--- src/rit_regs.svh ---
`ifndef RIT_REGS_SVH
`define RIT_REGS_SVH

// ----------------------------------------
// I/O space offsets (low three address bits)
// ----------------------------------------
`define RIT_IO_CMD      3'h0
`define RIT_IO_PA       3'h1
`define RIT_IO_PB       3'h2
`define RIT_IO_PC       3'h3
`define RIT_IO_TLO      3'h4
`define RIT_IO_THI      3'h5

// ----------------------------------------
// Command byte fields
// ----------------------------------------
`define RIT_CMD_PA_DIR  0
`define RIT_CMD_PB_DIR  1
`define RIT_CMD_PC_LO   2
`define RIT_CMD_PC_HI   3
`define RIT_CMD_IEA     4
`define RIT_CMD_IEB     5
`define RIT_CMD_TM_LO   6
`define RIT_CMD_TM_HI   7
`define RIT_CMD_RESET   8'h00

// ----------------------------------------
// Port C modes
// ----------------------------------------
`define RIT_PC_ALT1     2'h0
`define RIT_PC_ALT2     2'h3
`define RIT_PC_ALT3     2'h1
`define RIT_PC_ALT4     2'h2

// ----------------------------------------
// Timer commands and modes
// ----------------------------------------
`define RIT_TM_NOP      2'h0
`define RIT_TM_STOP     2'h1
`define RIT_TM_STOP_TC  2'h2
`define RIT_TM_START    2'h3
`define RIT_TMODE_CONT  0
`define RIT_TMODE_PULSE 1

`endif

--- src/rit_pkg.sv ---
package rit_pkg;
	typedef logic [7:0]  rit_byte_t;
	typedef logic [13:0] rit_cnt_t;
	typedef enum logic {
		TMR_IDLE,
		TMR_RUN
	} rit_tmr_state_t;
endpackage

--- src/rit_ram.sv ---
`timescale 1ns/1ps
`default_nettype none

module rit_ram #(
	parameter int AW = 8,
	parameter int DW = 8
) (
	input  wire logic          mclk,
	input  wire logic          we,
	input  wire logic [AW-1:0] addr,
	input  wire logic [DW-1:0] wdata,
	output logic      [DW-1:0] rdata
);
	logic [DW-1:0] mem [2**AW];

	// Contents are not reset: plain static storage
	always_ff @(posedge mclk) begin
		if (we) begin
			mem[addr] <= wdata;
		end
		rdata <= mem[addr];
	end
endmodule

`default_nettype wire

--- src/rit_host_port.sv ---
`timescale 1ns/1ps
`default_nettype none
`include "rit_regs.svh"

module rit_host_port #(
	parameter bit CS_ACTIVE_LOW = 1'b1,
	parameter int AW            = 8
) (
	input  wire logic       mclk,
	input  wire logic       rst_n,
	input  wire logic       dev_reset,
	input  wire logic       ale,
	input  wire logic       rd_n,
	input  wire logic       wr_n,
	input  wire logic       io_m,
	input  wire logic       chip_sel,
	input  wire logic [7:0] muxed_addr_data_bus_in,
	output logic      [7:0] muxed_addr_data_bus_out,
	output logic            muxed_addr_data_bus_oe,
	input  wire logic [7:0] port_a_pins_in,
	output logic      [7:0] port_a_pins_out,
	output logic      [7:0] port_a_pins_oe,
	input  wire logic [7:0] port_b_pins_in,
	output logic      [7:0] port_b_pins_out,
	output logic      [7:0] port_b_pins_oe,
	input  wire logic [5:0] port_c_pins_in,
	output logic      [5:0] port_c_pins_out,
	output logic      [5:0] port_c_pins_oe,
	input  wire logic       timer_in,
	output logic            timer_out
);
	// ----------------------------------------
	// Bus strobes and address latch
	// ----------------------------------------
	logic              ale_d_r, rd_n_d_r, wr_n_d_r, tin_d_r;
	logic [AW-1:0]     addr_r;
	logic              cs_r, io_r;
	rit_pkg::rit_byte_t wr_data_r, cmd_r, io_val, ad_out_r, ram_q;
	logic              ad_oe_r, ale_fall, rd_fall, wr_rise, cs_raw;
	logic              io_wr, io_rd, ram_we;

	assign cs_raw   = CS_ACTIVE_LOW ? ~chip_sel : chip_sel;
	assign ale_fall = ale_d_r & ~ale;
	assign rd_fall  = rd_n_d_r & ~rd_n;
	assign wr_rise  = ~wr_n_d_r & wr_n;
	assign io_wr    = wr_rise & cs_r & io_r;
	assign io_rd    = rd_fall & cs_r & io_r;
	assign ram_we   = wr_rise & cs_r & ~io_r;

	always_ff @(posedge mclk or negedge rst_n) begin
		if (!rst_n) begin
			ale_d_r  <= 1'b0;
			rd_n_d_r <= 1'b1;
			wr_n_d_r <= 1'b1;
			tin_d_r  <= 1'b0;
		end else begin
			ale_d_r  <= ale;
			rd_n_d_r <= rd_n;
			wr_n_d_r <= wr_n;
			tin_d_r  <= timer_in;
		end
	end

	always_ff @(posedge mclk or negedge rst_n) begin
		if (!rst_n) begin
			addr_r <= '0;
			cs_r   <= 1'b0;
			io_r   <= 1'b0;
		end else if (dev_reset) begin
			cs_r   <= 1'b0;
		end else if (ale_fall) begin
			addr_r <= muxed_addr_data_bus_in[AW-1:0];
			cs_r   <= cs_raw;
			io_r   <= io_m;
		end
	end

	// Write data follows the bus while strobe is low; held once it rises and stored at the rising edge
	always_ff @(posedge mclk or negedge rst_n) begin
		if (!rst_n) begin
			wr_data_r <= '0;
		end else if (!wr_n) begin
			wr_data_r <= muxed_addr_data_bus_in;
		end
	end

	rit_ram #(.AW(AW), .DW(8)) u_ram (
		.mclk  (mclk),
		.we    (ram_we),
		.addr  (addr_r),
		.wdata (wr_data_r),
		.rdata (ram_q)
	);

	// ----------------------------------------
	// Command byte
	// ----------------------------------------
	logic [1:0] pc_mode, tm_cmd, hs_en;

	always_ff @(posedge mclk or negedge rst_n) begin
		if (!rst_n) begin
			cmd_r <= `RIT_CMD_RESET;
		end else if (dev_reset) begin
			cmd_r <= `RIT_CMD_RESET;
		end else if (io_wr && addr_r[2:0] == `RIT_IO_CMD) begin
			cmd_r <= wr_data_r;
		end
	end

	assign pc_mode  = cmd_r[`RIT_CMD_PC_HI:`RIT_CMD_PC_LO];
	assign tm_cmd   = wr_data_r[`RIT_CMD_TM_HI:`RIT_CMD_TM_LO];
	assign hs_en[0] = (pc_mode == `RIT_PC_ALT3) || (pc_mode == `RIT_PC_ALT4);
	assign hs_en[1] = (pc_mode == `RIT_PC_ALT4);

	// ----------------------------------------
	// Ports A and B with handshake
	// ----------------------------------------
	logic [7:0] pin_in [2];
	logic [7:0] out_w  [2];
	logic [7:0] rd_w   [2];
	logic [1:0] bf_w, intr_w, dir_w, ie_w;

	assign pin_in[0] = port_a_pins_in;
	assign pin_in[1] = port_b_pins_in;
	assign dir_w     = cmd_r[`RIT_CMD_PB_DIR:`RIT_CMD_PA_DIR];
	assign ie_w      = cmd_r[`RIT_CMD_IEB:`RIT_CMD_IEA];

	for (genvar i = 0; i < 2; i++) begin : g_port
		logic [7:0] out_r, in_lat_r;
		logic       bf_r, intr_r, stb_d_r, stb, p_wr, p_rd;

		assign stb  = port_c_pins_in[3*i+2];
		assign p_wr = io_wr && addr_r[2:0] == 3'(1 + i);
		assign p_rd = io_rd && addr_r[2:0] == 3'(1 + i);

		always_ff @(posedge mclk or negedge rst_n) begin
			if (!rst_n) begin
				out_r <= '0;
			end else if (dev_reset) begin
				out_r <= '0;
			end else if (p_wr) begin
				out_r <= wr_data_r;
			end
		end

		// Strobe flag sets are placed last and the output BF clear yields to p_wr, so a set beats a same-cycle clear
		always_ff @(posedge mclk or negedge rst_n) begin
			if (!rst_n) begin
				stb_d_r  <= 1'b1;
				in_lat_r <= '0;
				bf_r     <= 1'b0;
				intr_r   <= 1'b0;
			end else if (dev_reset) begin
				stb_d_r  <= 1'b1;
				bf_r     <= 1'b0;
				intr_r   <= 1'b0;
			end else begin
				stb_d_r <= stb;
				if (p_rd || p_wr) begin
					intr_r <= 1'b0;
					bf_r   <= p_wr & dir_w[i];
				end
				if (hs_en[i] && !dir_w[i] && stb_d_r && !stb) begin
					in_lat_r <= pin_in[i];
					bf_r     <= 1'b1;
				end
				if (hs_en[i] && !stb_d_r && stb) begin
					intr_r <= ie_w[i];
					if (dir_w[i] && !p_wr) begin
						bf_r <= 1'b0;
					end
				end
			end
		end

		assign out_w[i]  = out_r;
		assign bf_w[i]   = bf_r;
		assign intr_w[i] = intr_r;
		assign rd_w[i]   = dir_w[i] ? out_r : (hs_en[i] ? in_lat_r : pin_in[i]);
	end

	assign port_a_pins_out = out_w[0];
	assign port_b_pins_out = out_w[1];
	assign port_a_pins_oe  = {8{dir_w[0]}};
	assign port_b_pins_oe  = {8{dir_w[1]}};

	// ----------------------------------------
	// Port C: plain port or handshake control
	// ----------------------------------------
	logic [5:0] pc_out_r;

	always_ff @(posedge mclk or negedge rst_n) begin
		if (!rst_n) begin
			pc_out_r <= '0;
		end else if (dev_reset) begin
			pc_out_r <= '0;
		end else if (io_wr && addr_r[2:0] == `RIT_IO_PC) begin
			pc_out_r <= wr_data_r[5:0];
		end
	end

	always_comb begin
		port_c_pins_out = pc_out_r;
		case (pc_mode)
			`RIT_PC_ALT1: port_c_pins_oe = 6'h00;
			`RIT_PC_ALT2: port_c_pins_oe = 6'h3f;
			`RIT_PC_ALT3: port_c_pins_oe = 6'h3b;
			`RIT_PC_ALT4: port_c_pins_oe = 6'h1b;
			default:      port_c_pins_oe = 6'h00;
		endcase
		if (hs_en[0]) begin
			port_c_pins_out[1:0] = {bf_w[0], intr_w[0]};
		end
		if (hs_en[1]) begin
			port_c_pins_out[4:3] = {bf_w[1], intr_w[1]};
		end
	end

	// ----------------------------------------
	// 14-bit counter/timer
	// ----------------------------------------
	rit_pkg::rit_tmr_state_t tst_r;
	rit_pkg::rit_cnt_t       len_r, act_len_r, cnt_r;
	logic [1:0]              mode_r, act_mode_r;
	logic                    pend_r, stop_tc_r, tc_flag_r, tout_r, tick, tc, cmd_wr;

	assign cmd_wr = io_wr && addr_r[2:0] == `RIT_IO_CMD;
	assign tick   = timer_in & ~tin_d_r;
	assign tc     = tick && tst_r == rit_pkg::TMR_RUN && cnt_r <= 14'h0001;

	always_ff @(posedge mclk or negedge rst_n) begin
		if (!rst_n) begin
			len_r  <= '0;
			mode_r <= '0;
		end else if (io_wr && addr_r[2:0] == `RIT_IO_TLO) begin
			len_r[7:0] <= wr_data_r;
		end else if (io_wr && addr_r[2:0] == `RIT_IO_THI) begin
			len_r[13:8] <= wr_data_r[5:0];
			mode_r      <= wr_data_r[7:6];
		end
	end

	// Hazard: a restart while running waits for the present terminal count
	always_ff @(posedge mclk or negedge rst_n) begin
		if (!rst_n) begin
			tst_r      <= rit_pkg::TMR_IDLE;
			cnt_r      <= '0;
			act_len_r  <= '0;
			act_mode_r <= '0;
			pend_r     <= 1'b0;
			stop_tc_r  <= 1'b0;
		end else if (dev_reset) begin
			tst_r      <= rit_pkg::TMR_IDLE;
			pend_r     <= 1'b0;
			stop_tc_r  <= 1'b0;
		end else begin
			case (tst_r)
				rit_pkg::TMR_IDLE: begin
					if (cmd_wr && tm_cmd == `RIT_TM_START) begin
						cnt_r      <= len_r;
						act_len_r  <= len_r;
						act_mode_r <= mode_r;
						stop_tc_r  <= 1'b0;
						tst_r      <= rit_pkg::TMR_RUN;
					end
				end
				rit_pkg::TMR_RUN: begin
					if (cmd_wr && tm_cmd == `RIT_TM_STOP) begin
						tst_r  <= rit_pkg::TMR_IDLE;
						pend_r <= 1'b0;
					end else begin
						if (cmd_wr && tm_cmd == `RIT_TM_START) begin
							pend_r <= 1'b1;
						end
						if (cmd_wr && tm_cmd == `RIT_TM_STOP_TC) begin
							stop_tc_r <= 1'b1;
						end
						if (tc) begin
							if (pend_r) begin
								cnt_r      <= len_r;
								act_len_r  <= len_r;
								act_mode_r <= mode_r;
								pend_r     <= 1'b0;
								stop_tc_r  <= 1'b0;
							end else if (stop_tc_r || !act_mode_r[`RIT_TMODE_CONT]) begin
								tst_r <= rit_pkg::TMR_IDLE;
							end else begin
								cnt_r <= act_len_r;
							end
						end else if (tick) begin
							cnt_r <= cnt_r - 14'h0001;
						end
					end
				end
				default: tst_r <= rit_pkg::TMR_IDLE;
			endcase
		end
	end

	// Square wave high in the upper half of the count; pulse low for one cycle
	always_ff @(posedge mclk or negedge rst_n) begin
		if (!rst_n) begin
			tout_r <= 1'b1;
		end else if (act_mode_r[`RIT_TMODE_PULSE]) begin
			tout_r <= ~tc;
		end else begin
			tout_r <= tst_r != rit_pkg::TMR_RUN || cnt_r > (act_len_r >> 1);
		end
	end

	// Terminal-count flag clears on status read; a new count wins
	always_ff @(posedge mclk or negedge rst_n) begin
		if (!rst_n) begin
			tc_flag_r <= 1'b0;
		end else if (tc) begin
			tc_flag_r <= 1'b1;
		end else if (dev_reset || (io_rd && addr_r[2:0] == `RIT_IO_CMD)) begin
			tc_flag_r <= 1'b0;
		end
	end

	assign timer_out = tout_r;

	// ----------------------------------------
	// Read path
	// ----------------------------------------
	always_comb begin
		case (addr_r[2:0])
			`RIT_IO_CMD: io_val = {1'b0, tc_flag_r, ie_w[1], bf_w[1], intr_w[1],
			                       ie_w[0], bf_w[0], intr_w[0]};
			`RIT_IO_PA:  io_val = rd_w[0];
			`RIT_IO_PB:  io_val = rd_w[1];
			`RIT_IO_PC:  io_val = {2'b00, port_c_pins_in};
			`RIT_IO_TLO: io_val = cnt_r[7:0];
			`RIT_IO_THI: io_val = {act_mode_r, cnt_r[13:8]};
			default:     io_val = 8'h00;
		endcase
	end

	// Data valid two cycles after the latch; with no host wait that is the last update before the read freezes it
	always_ff @(posedge mclk or negedge rst_n) begin
		if (!rst_n) begin
			ad_out_r <= '0;
			ad_oe_r  <= 1'b0;
		end else begin
			// Frozen once the strobe falls, so a read-clear flag still reads set
			if (rd_n_d_r) begin
				ad_out_r <= io_r ? io_val : ram_q;
			end
			ad_oe_r  <= ~rd_n & cs_r & ~dev_reset;
		end
	end

	assign muxed_addr_data_bus_out = ad_out_r;
	assign muxed_addr_data_bus_oe  = ad_oe_r;

	// ----------------------------------------
	// Checks
	// ----------------------------------------
	a_reset_inputs: assert property (@(posedge mclk) disable iff (!rst_n)
		dev_reset |=> port_a_pins_oe == 8'h00 && port_b_pins_oe == 8'h00 &&
		port_c_pins_oe == 6'h00) else $error("ports not input after reset");
	a_latch_capture: assert property (@(posedge mclk) disable iff (!rst_n)
		ale_fall && !dev_reset |=> addr_r == $past(muxed_addr_data_bus_in[AW-1:0]) &&
		cs_r == $past(cs_raw) && io_r == $past(io_m)) else $error("latch missed");
	a_latch_hold: assert property (@(posedge mclk) disable iff (!rst_n)
		!ale_fall |=> $stable(addr_r) && $stable(io_r)) else $error("latch moved");
	a_ram_route: assert property (@(posedge mclk) disable iff (!rst_n)
		ram_we |-> cs_r && !io_r && !wr_n_d_r) else $error("bad RAM write");
	a_read_drive: assert property (@(posedge mclk) disable iff (!rst_n)
		!rd_n && cs_r && !dev_reset |=> muxed_addr_data_bus_oe) else $error("no drive");
	a_no_select: assert property (@(posedge mclk) disable iff (!rst_n)
		!cs_r |=> !muxed_addr_data_bus_oe) else $error("drive unselected");
	a_ram_data: assert property (@(posedge mclk) disable iff (!rst_n)
		!io_r && $stable(addr_r) ##1 !io_r && $stable(addr_r) |=>
		muxed_addr_data_bus_out == $past(ram_q)) else $error("RAM data wrong");
	a_cmd_dir: assert property (@(posedge mclk) disable iff (!rst_n)
		cmd_wr && !dev_reset |=> port_a_pins_oe == {8{$past(wr_data_r[0])}} &&
		port_b_pins_oe == {8{$past(wr_data_r[1])}}) else $error("dir not set");
	a_tc_flag: assert property (@(posedge mclk) disable iff (!rst_n)
		tc |=> tc_flag_r ##1 (tc_flag_r || $past(io_rd))) else $error("tc lost");
	a_alt4_pins: assert property (@(posedge mclk) disable iff (!rst_n)
		pc_mode == `RIT_PC_ALT4 |-> port_c_pins_oe == 6'h1b &&
		port_c_pins_out[1] == bf_w[0]) else $error("alt4 pins");
endmodule

`default_nettype wire

--- config.mk ---
export PLATFORM = sky130hd
export DESIGN_NAME = rit_host_port
export DESIGN_NICKNAME = d
export VERILOG_FILES = /design/src/rit_pkg.sv /design/src/rit_ram.sv /design/src/rit_host_port.sv
export VERILOG_INCLUDE_DIRS = /design/src
export SDC_FILE = /design/constraint.sdc
export NUM_CORES = 2
export LEC_CHECK = 0
export BUFFER_PORTS_ARGS = -buffer_cell sky130_fd_sc_hd__buf_2
export CAP_MARGIN = 20
export CORE_MARGIN = 5
export CORE_UTILIZATION = 50
export DETAILED_ROUTE_END_ITERATION = 10
export PLACE_DENSITY = 0.76
export SLEW_MARGIN = 20
export SYNTH_ARGS = -nofsm -noshare
export SYNTH_HDL_FRONTEND = slang
export SYNTH_SLANG_ARGS = --single-unit
--- constraint.sdc ---
create_clock -name mclk -period 5.8 [get_ports mclk]
set_input_delay 0.29 -clock mclk [delete_from_list [all_inputs] [get_ports mclk]]
set_output_delay 0.29 -clock mclk [all_outputs]
set_load 0.005 [all_outputs]
==> results.py <==
metrics = {
    "timing": {
        "fin_skew_ns": 0.0348,
        "layout_min_cycle_time_ns": 4.33,
        "setup_tns_ns": 0,
        "rsz0062_at_grt": "false",
        "fmaxAchievable_ghz": 0.231,
        "setup_viol": 0,
        "finalCritPeriodShare_pct": 74.6,
        "slew_headroom_pct": 22.1,
        "drv_slew": 0,
        "tightest_slew_ns": 1.16,
        "hold_violations": 0,
    },
    "finish": {
        "mostFrequentLayoutCell": "edfxtp_1",
        "final_cells": 6738,
        "final_cell_mix": "2,048 x edfxtp_1, 513 x mux4_2, 319 x nor2_1",
        "drive_above_1_share_pct": 24.5,
        "synthToLayoutAreaGrowth_pct": 11.8,
        "fin_nets": 4401,
        "fillCellCount": 11800,
    },
    "place": {
        "hpwl_mm": 116,
        "place_inst": 6325,
        "place.gp.congestion": 0.876,
        "port_buffers": 92,
    },
    "clocking": {
        "cts_max_level": 4,
        "clkLatencyLatePin_ns": 0.82,
        "clock_path_buffers": 3,
        "cts_hold_buf": 33,
        "cts_resized": 0,
        "cts_sinks": 2188,
        "cts_made_buffers": 200,
        "root_buffer": "clkbuf_16",
        "cts_tree": "done",
        "cts_setup_buffers": 0,
        "clk_pin_slew_worst_paths_ns": 0.07,
    },
    "global_routing": {
        "grtUsageMet2_pct": 35.7,
        "grt_overflow": 0,
        "globalRouteTotalUtil_pct": 22.8,
        "grtUsageMet1_pct": 31.9,
        "gr-usage-met3_pct": 5.33,
        "grt_pass1_wl_mm": 304,
        "grt_max_degree": 217,
        "antenna_found_initial": 5,
        "first_global_vias": 44200,
        "top_usage_layer": "met2",
    },
    "critical_path": {
        "critPathLaunchType": "flip-flop",
        "crit_path_end_kind": "flip-flop",
        "path_class": "reg -> reg",
        "crit_arrival_ns": 4.98,
        "cp-startpoint": "addr_r[0]",
        "crit_required_ns": 6.46,
        "r2r-start": "addr_r[0]",
        "cp_max_fo": 81,
    },
    "die": {
        "die_h_um": 423,
        "die-area_mm2": 0.179,
        "coreArea_mm2": 0.169,
        "num_rows": 151,
        "io_pins": 93,
        "die_w_um": 423,
        "initial_core_util_pct": 50.3,
    },
    "power_and_ir_drop": {
        "cellPowerDensity_mw_per_mm2": 372,
        "power.leakage_nw": 29.8,
        "ir_drop_mv": 0.291,
    },
    "logic_synthesis": {
        "syn_area_mm2": 0.0853,
        "synthArstFlopShare_pct": 6.03,
        "synth-compound-area-share_pct": 4.33,
        "synth_nets": 4274,
        "yosys.area_share.simple_pct": 2.54,
        "synthFlopType": "edfxtp_1",
        "synth_warnings": 0,
        "postSynthCellCount": 4215,
        "synth.avg_cell_area_um2": 20.2,
        "synth_seq_area_share_pct": 76.2,
        "ys_seq_elements": 2188,
        "synthDistinctLibCells": 61,
        "synth_top_family_by_area": "multiplexers",
        "synthXorXnorAreaFrac_pct": 0.0719,
        "synth_edf_count": 2048,
        "synth_fa_ha_area_share_pct": 0.294,
        "synthMuxAreaShare_pct": 15.1,
    },
    "route": {
        "ant_nets": 0,
        "avgRoutedWirePerCell_um": 30.6,
        "first_iter_violations": 6479,
        "wl_mm": 206,
        "vias": 44200,
        "drt_pass1_iterations": 6,
        "drc": 0,
        "routed_via_density": 6.55,
    },
    "job": {
        "max_cap_violations": 0,
    },
    "hold_path": {
        "hold_class": "in -> reg",
        "min_from": "dev_reset",
    },
    "status": {
        "status": "finished clean",
    },
}
-- logic make-up (layout without fill, tap and decap cells) --
logic type / count (synthesis) / after routing
AO/OA/AOI/OAI: 551 / 551
XOR/XNOR: 7 / 7
adder cells (fa/ha/maj): 20 / 20
buffers and inverters: 310 / 609
flip-flops: 2188 / 2188
multiplexers: 630 / 630
other: 0 / 6
AND/OR/NAND/NOR: 509 / 509
-- synthesized netlist by cell type, drive strengths merged (11+ instances only) --
cell type	count	share of area, %
buf	95	0.54
a31oi	12	0.088
clkbuf	186	0.82
ha	20	0.29
nand2	92	0.41
mux2	70	0.97
nor2b	14	0.10
inv	28	0.12
nor3	18	0.11
dfrtp	127	3.7
a22oi	264	2.3
nor2	321	1.4
o21ai	36	0.21
mux4	513	14
nand3	11	0.065
a21oi	164	0.96
nand4	15	0.11
o41ai	32	0.33
mux2i	47	0.55
edfxtp	2048	72
-- through the flow --
| stage | util (%) | worst slack, ns | hold slack (ns) | cell area, um2 | total power [mW] |
|---|---|---|---|---|---|
| after floorplan | - | 0.933 | -0.00559 | 85300 | 20.9 |
| after global placement | 52.0 | 0.811 | 0.390 | 88200 | 22.3 |
| after CTS | 56.2 | 1.58 | 0.00647 | 95300 | 35.5 |
| after detailed placement | 52.2 | 1.56 | 0.396 | 88400 | 22.4 |
| final | 56.2 | 1.47 | 0.0444 | 95300 | 35.4 |
| after global routing | 56.2 | 1.28 | 0.0726 | 95300 | 36.4 |
-- routing by layer --
layer	share of wire [%]	wire length, um	vias to the layer above
met5	0.029	60	-
met4	3.9	8120	8
met3	11	22800	473
met2	48	98800	2931
met1	37	76200	23100
li1	-	-	17700
-- worst max-delay path, stage by stage (launching register included) --
cell and delay [ns]:
dfrtp_4 0.91, buf_12 0.53, buf_4 0.51, mux4_2 0.58, a22oi_1 0.20, a21oi_1 0.11, o41ai_2 0.94, nand4_1 0.16
-- worst paths after layout --
path,endpoint,slack [ns],cells after the start
setup / recovery,u_ram.rdata[0],1.47,7
hold / removal,pc_out_r[2],0.04,2
setup reg to reg,u_ram.rdata[0],1.47,7
hold reg to reg,act_len_r[13],0.51,1
max in group asynchronous,wr_data_r[5],4.54,3
min in group asynchronous,cmd_r[2],0.09,2
-- registers in the layout, summed over array words and instances, names as in the netlist, 8 cells and up --
| name | cells |
|---|---|
| len_r | 14 |
| g_port.in_lat_r | 16 |
| wr_data_r | 8 |
| u_ram.mem | 2048 |
| cnt_r | 14 |
| port_b_pins_out | 8 |
| u_ram.rdata | 8 |
| port_a_pins_out | 8 |
| addr_r | 8 |
| act_len_r | 14 |
| muxed_addr_data_bus_out | 8 |
-- layout make-up --
class | instances | area, um2 | share of cell area (%)
diodes | 6 | 15.0 | 0.0158
clock inverters | 133 | 1320 | 1.38
clock buffers | 241 | 5270 | 5.52
inverters | 29 | 109 | 0.114
well taps | 2218 | 2780 | 2.91
flip-flops and latches | 2188 | 65000 | 68.2
repair buffers | 206 | 1600 | 1.68
multi-input cells | 1717 | 19200 | 20.2
-- power breakdown --
part	switching (mW)	total [mW]	internal [mW]
clock	5.71	13.3	7.54
combinational	2.56	4.23	1.67
sequential	0.335	17.9	17.6
total	8.61	35.4	26.8
No activity file was read; power rests on OpenSTA's default activity.
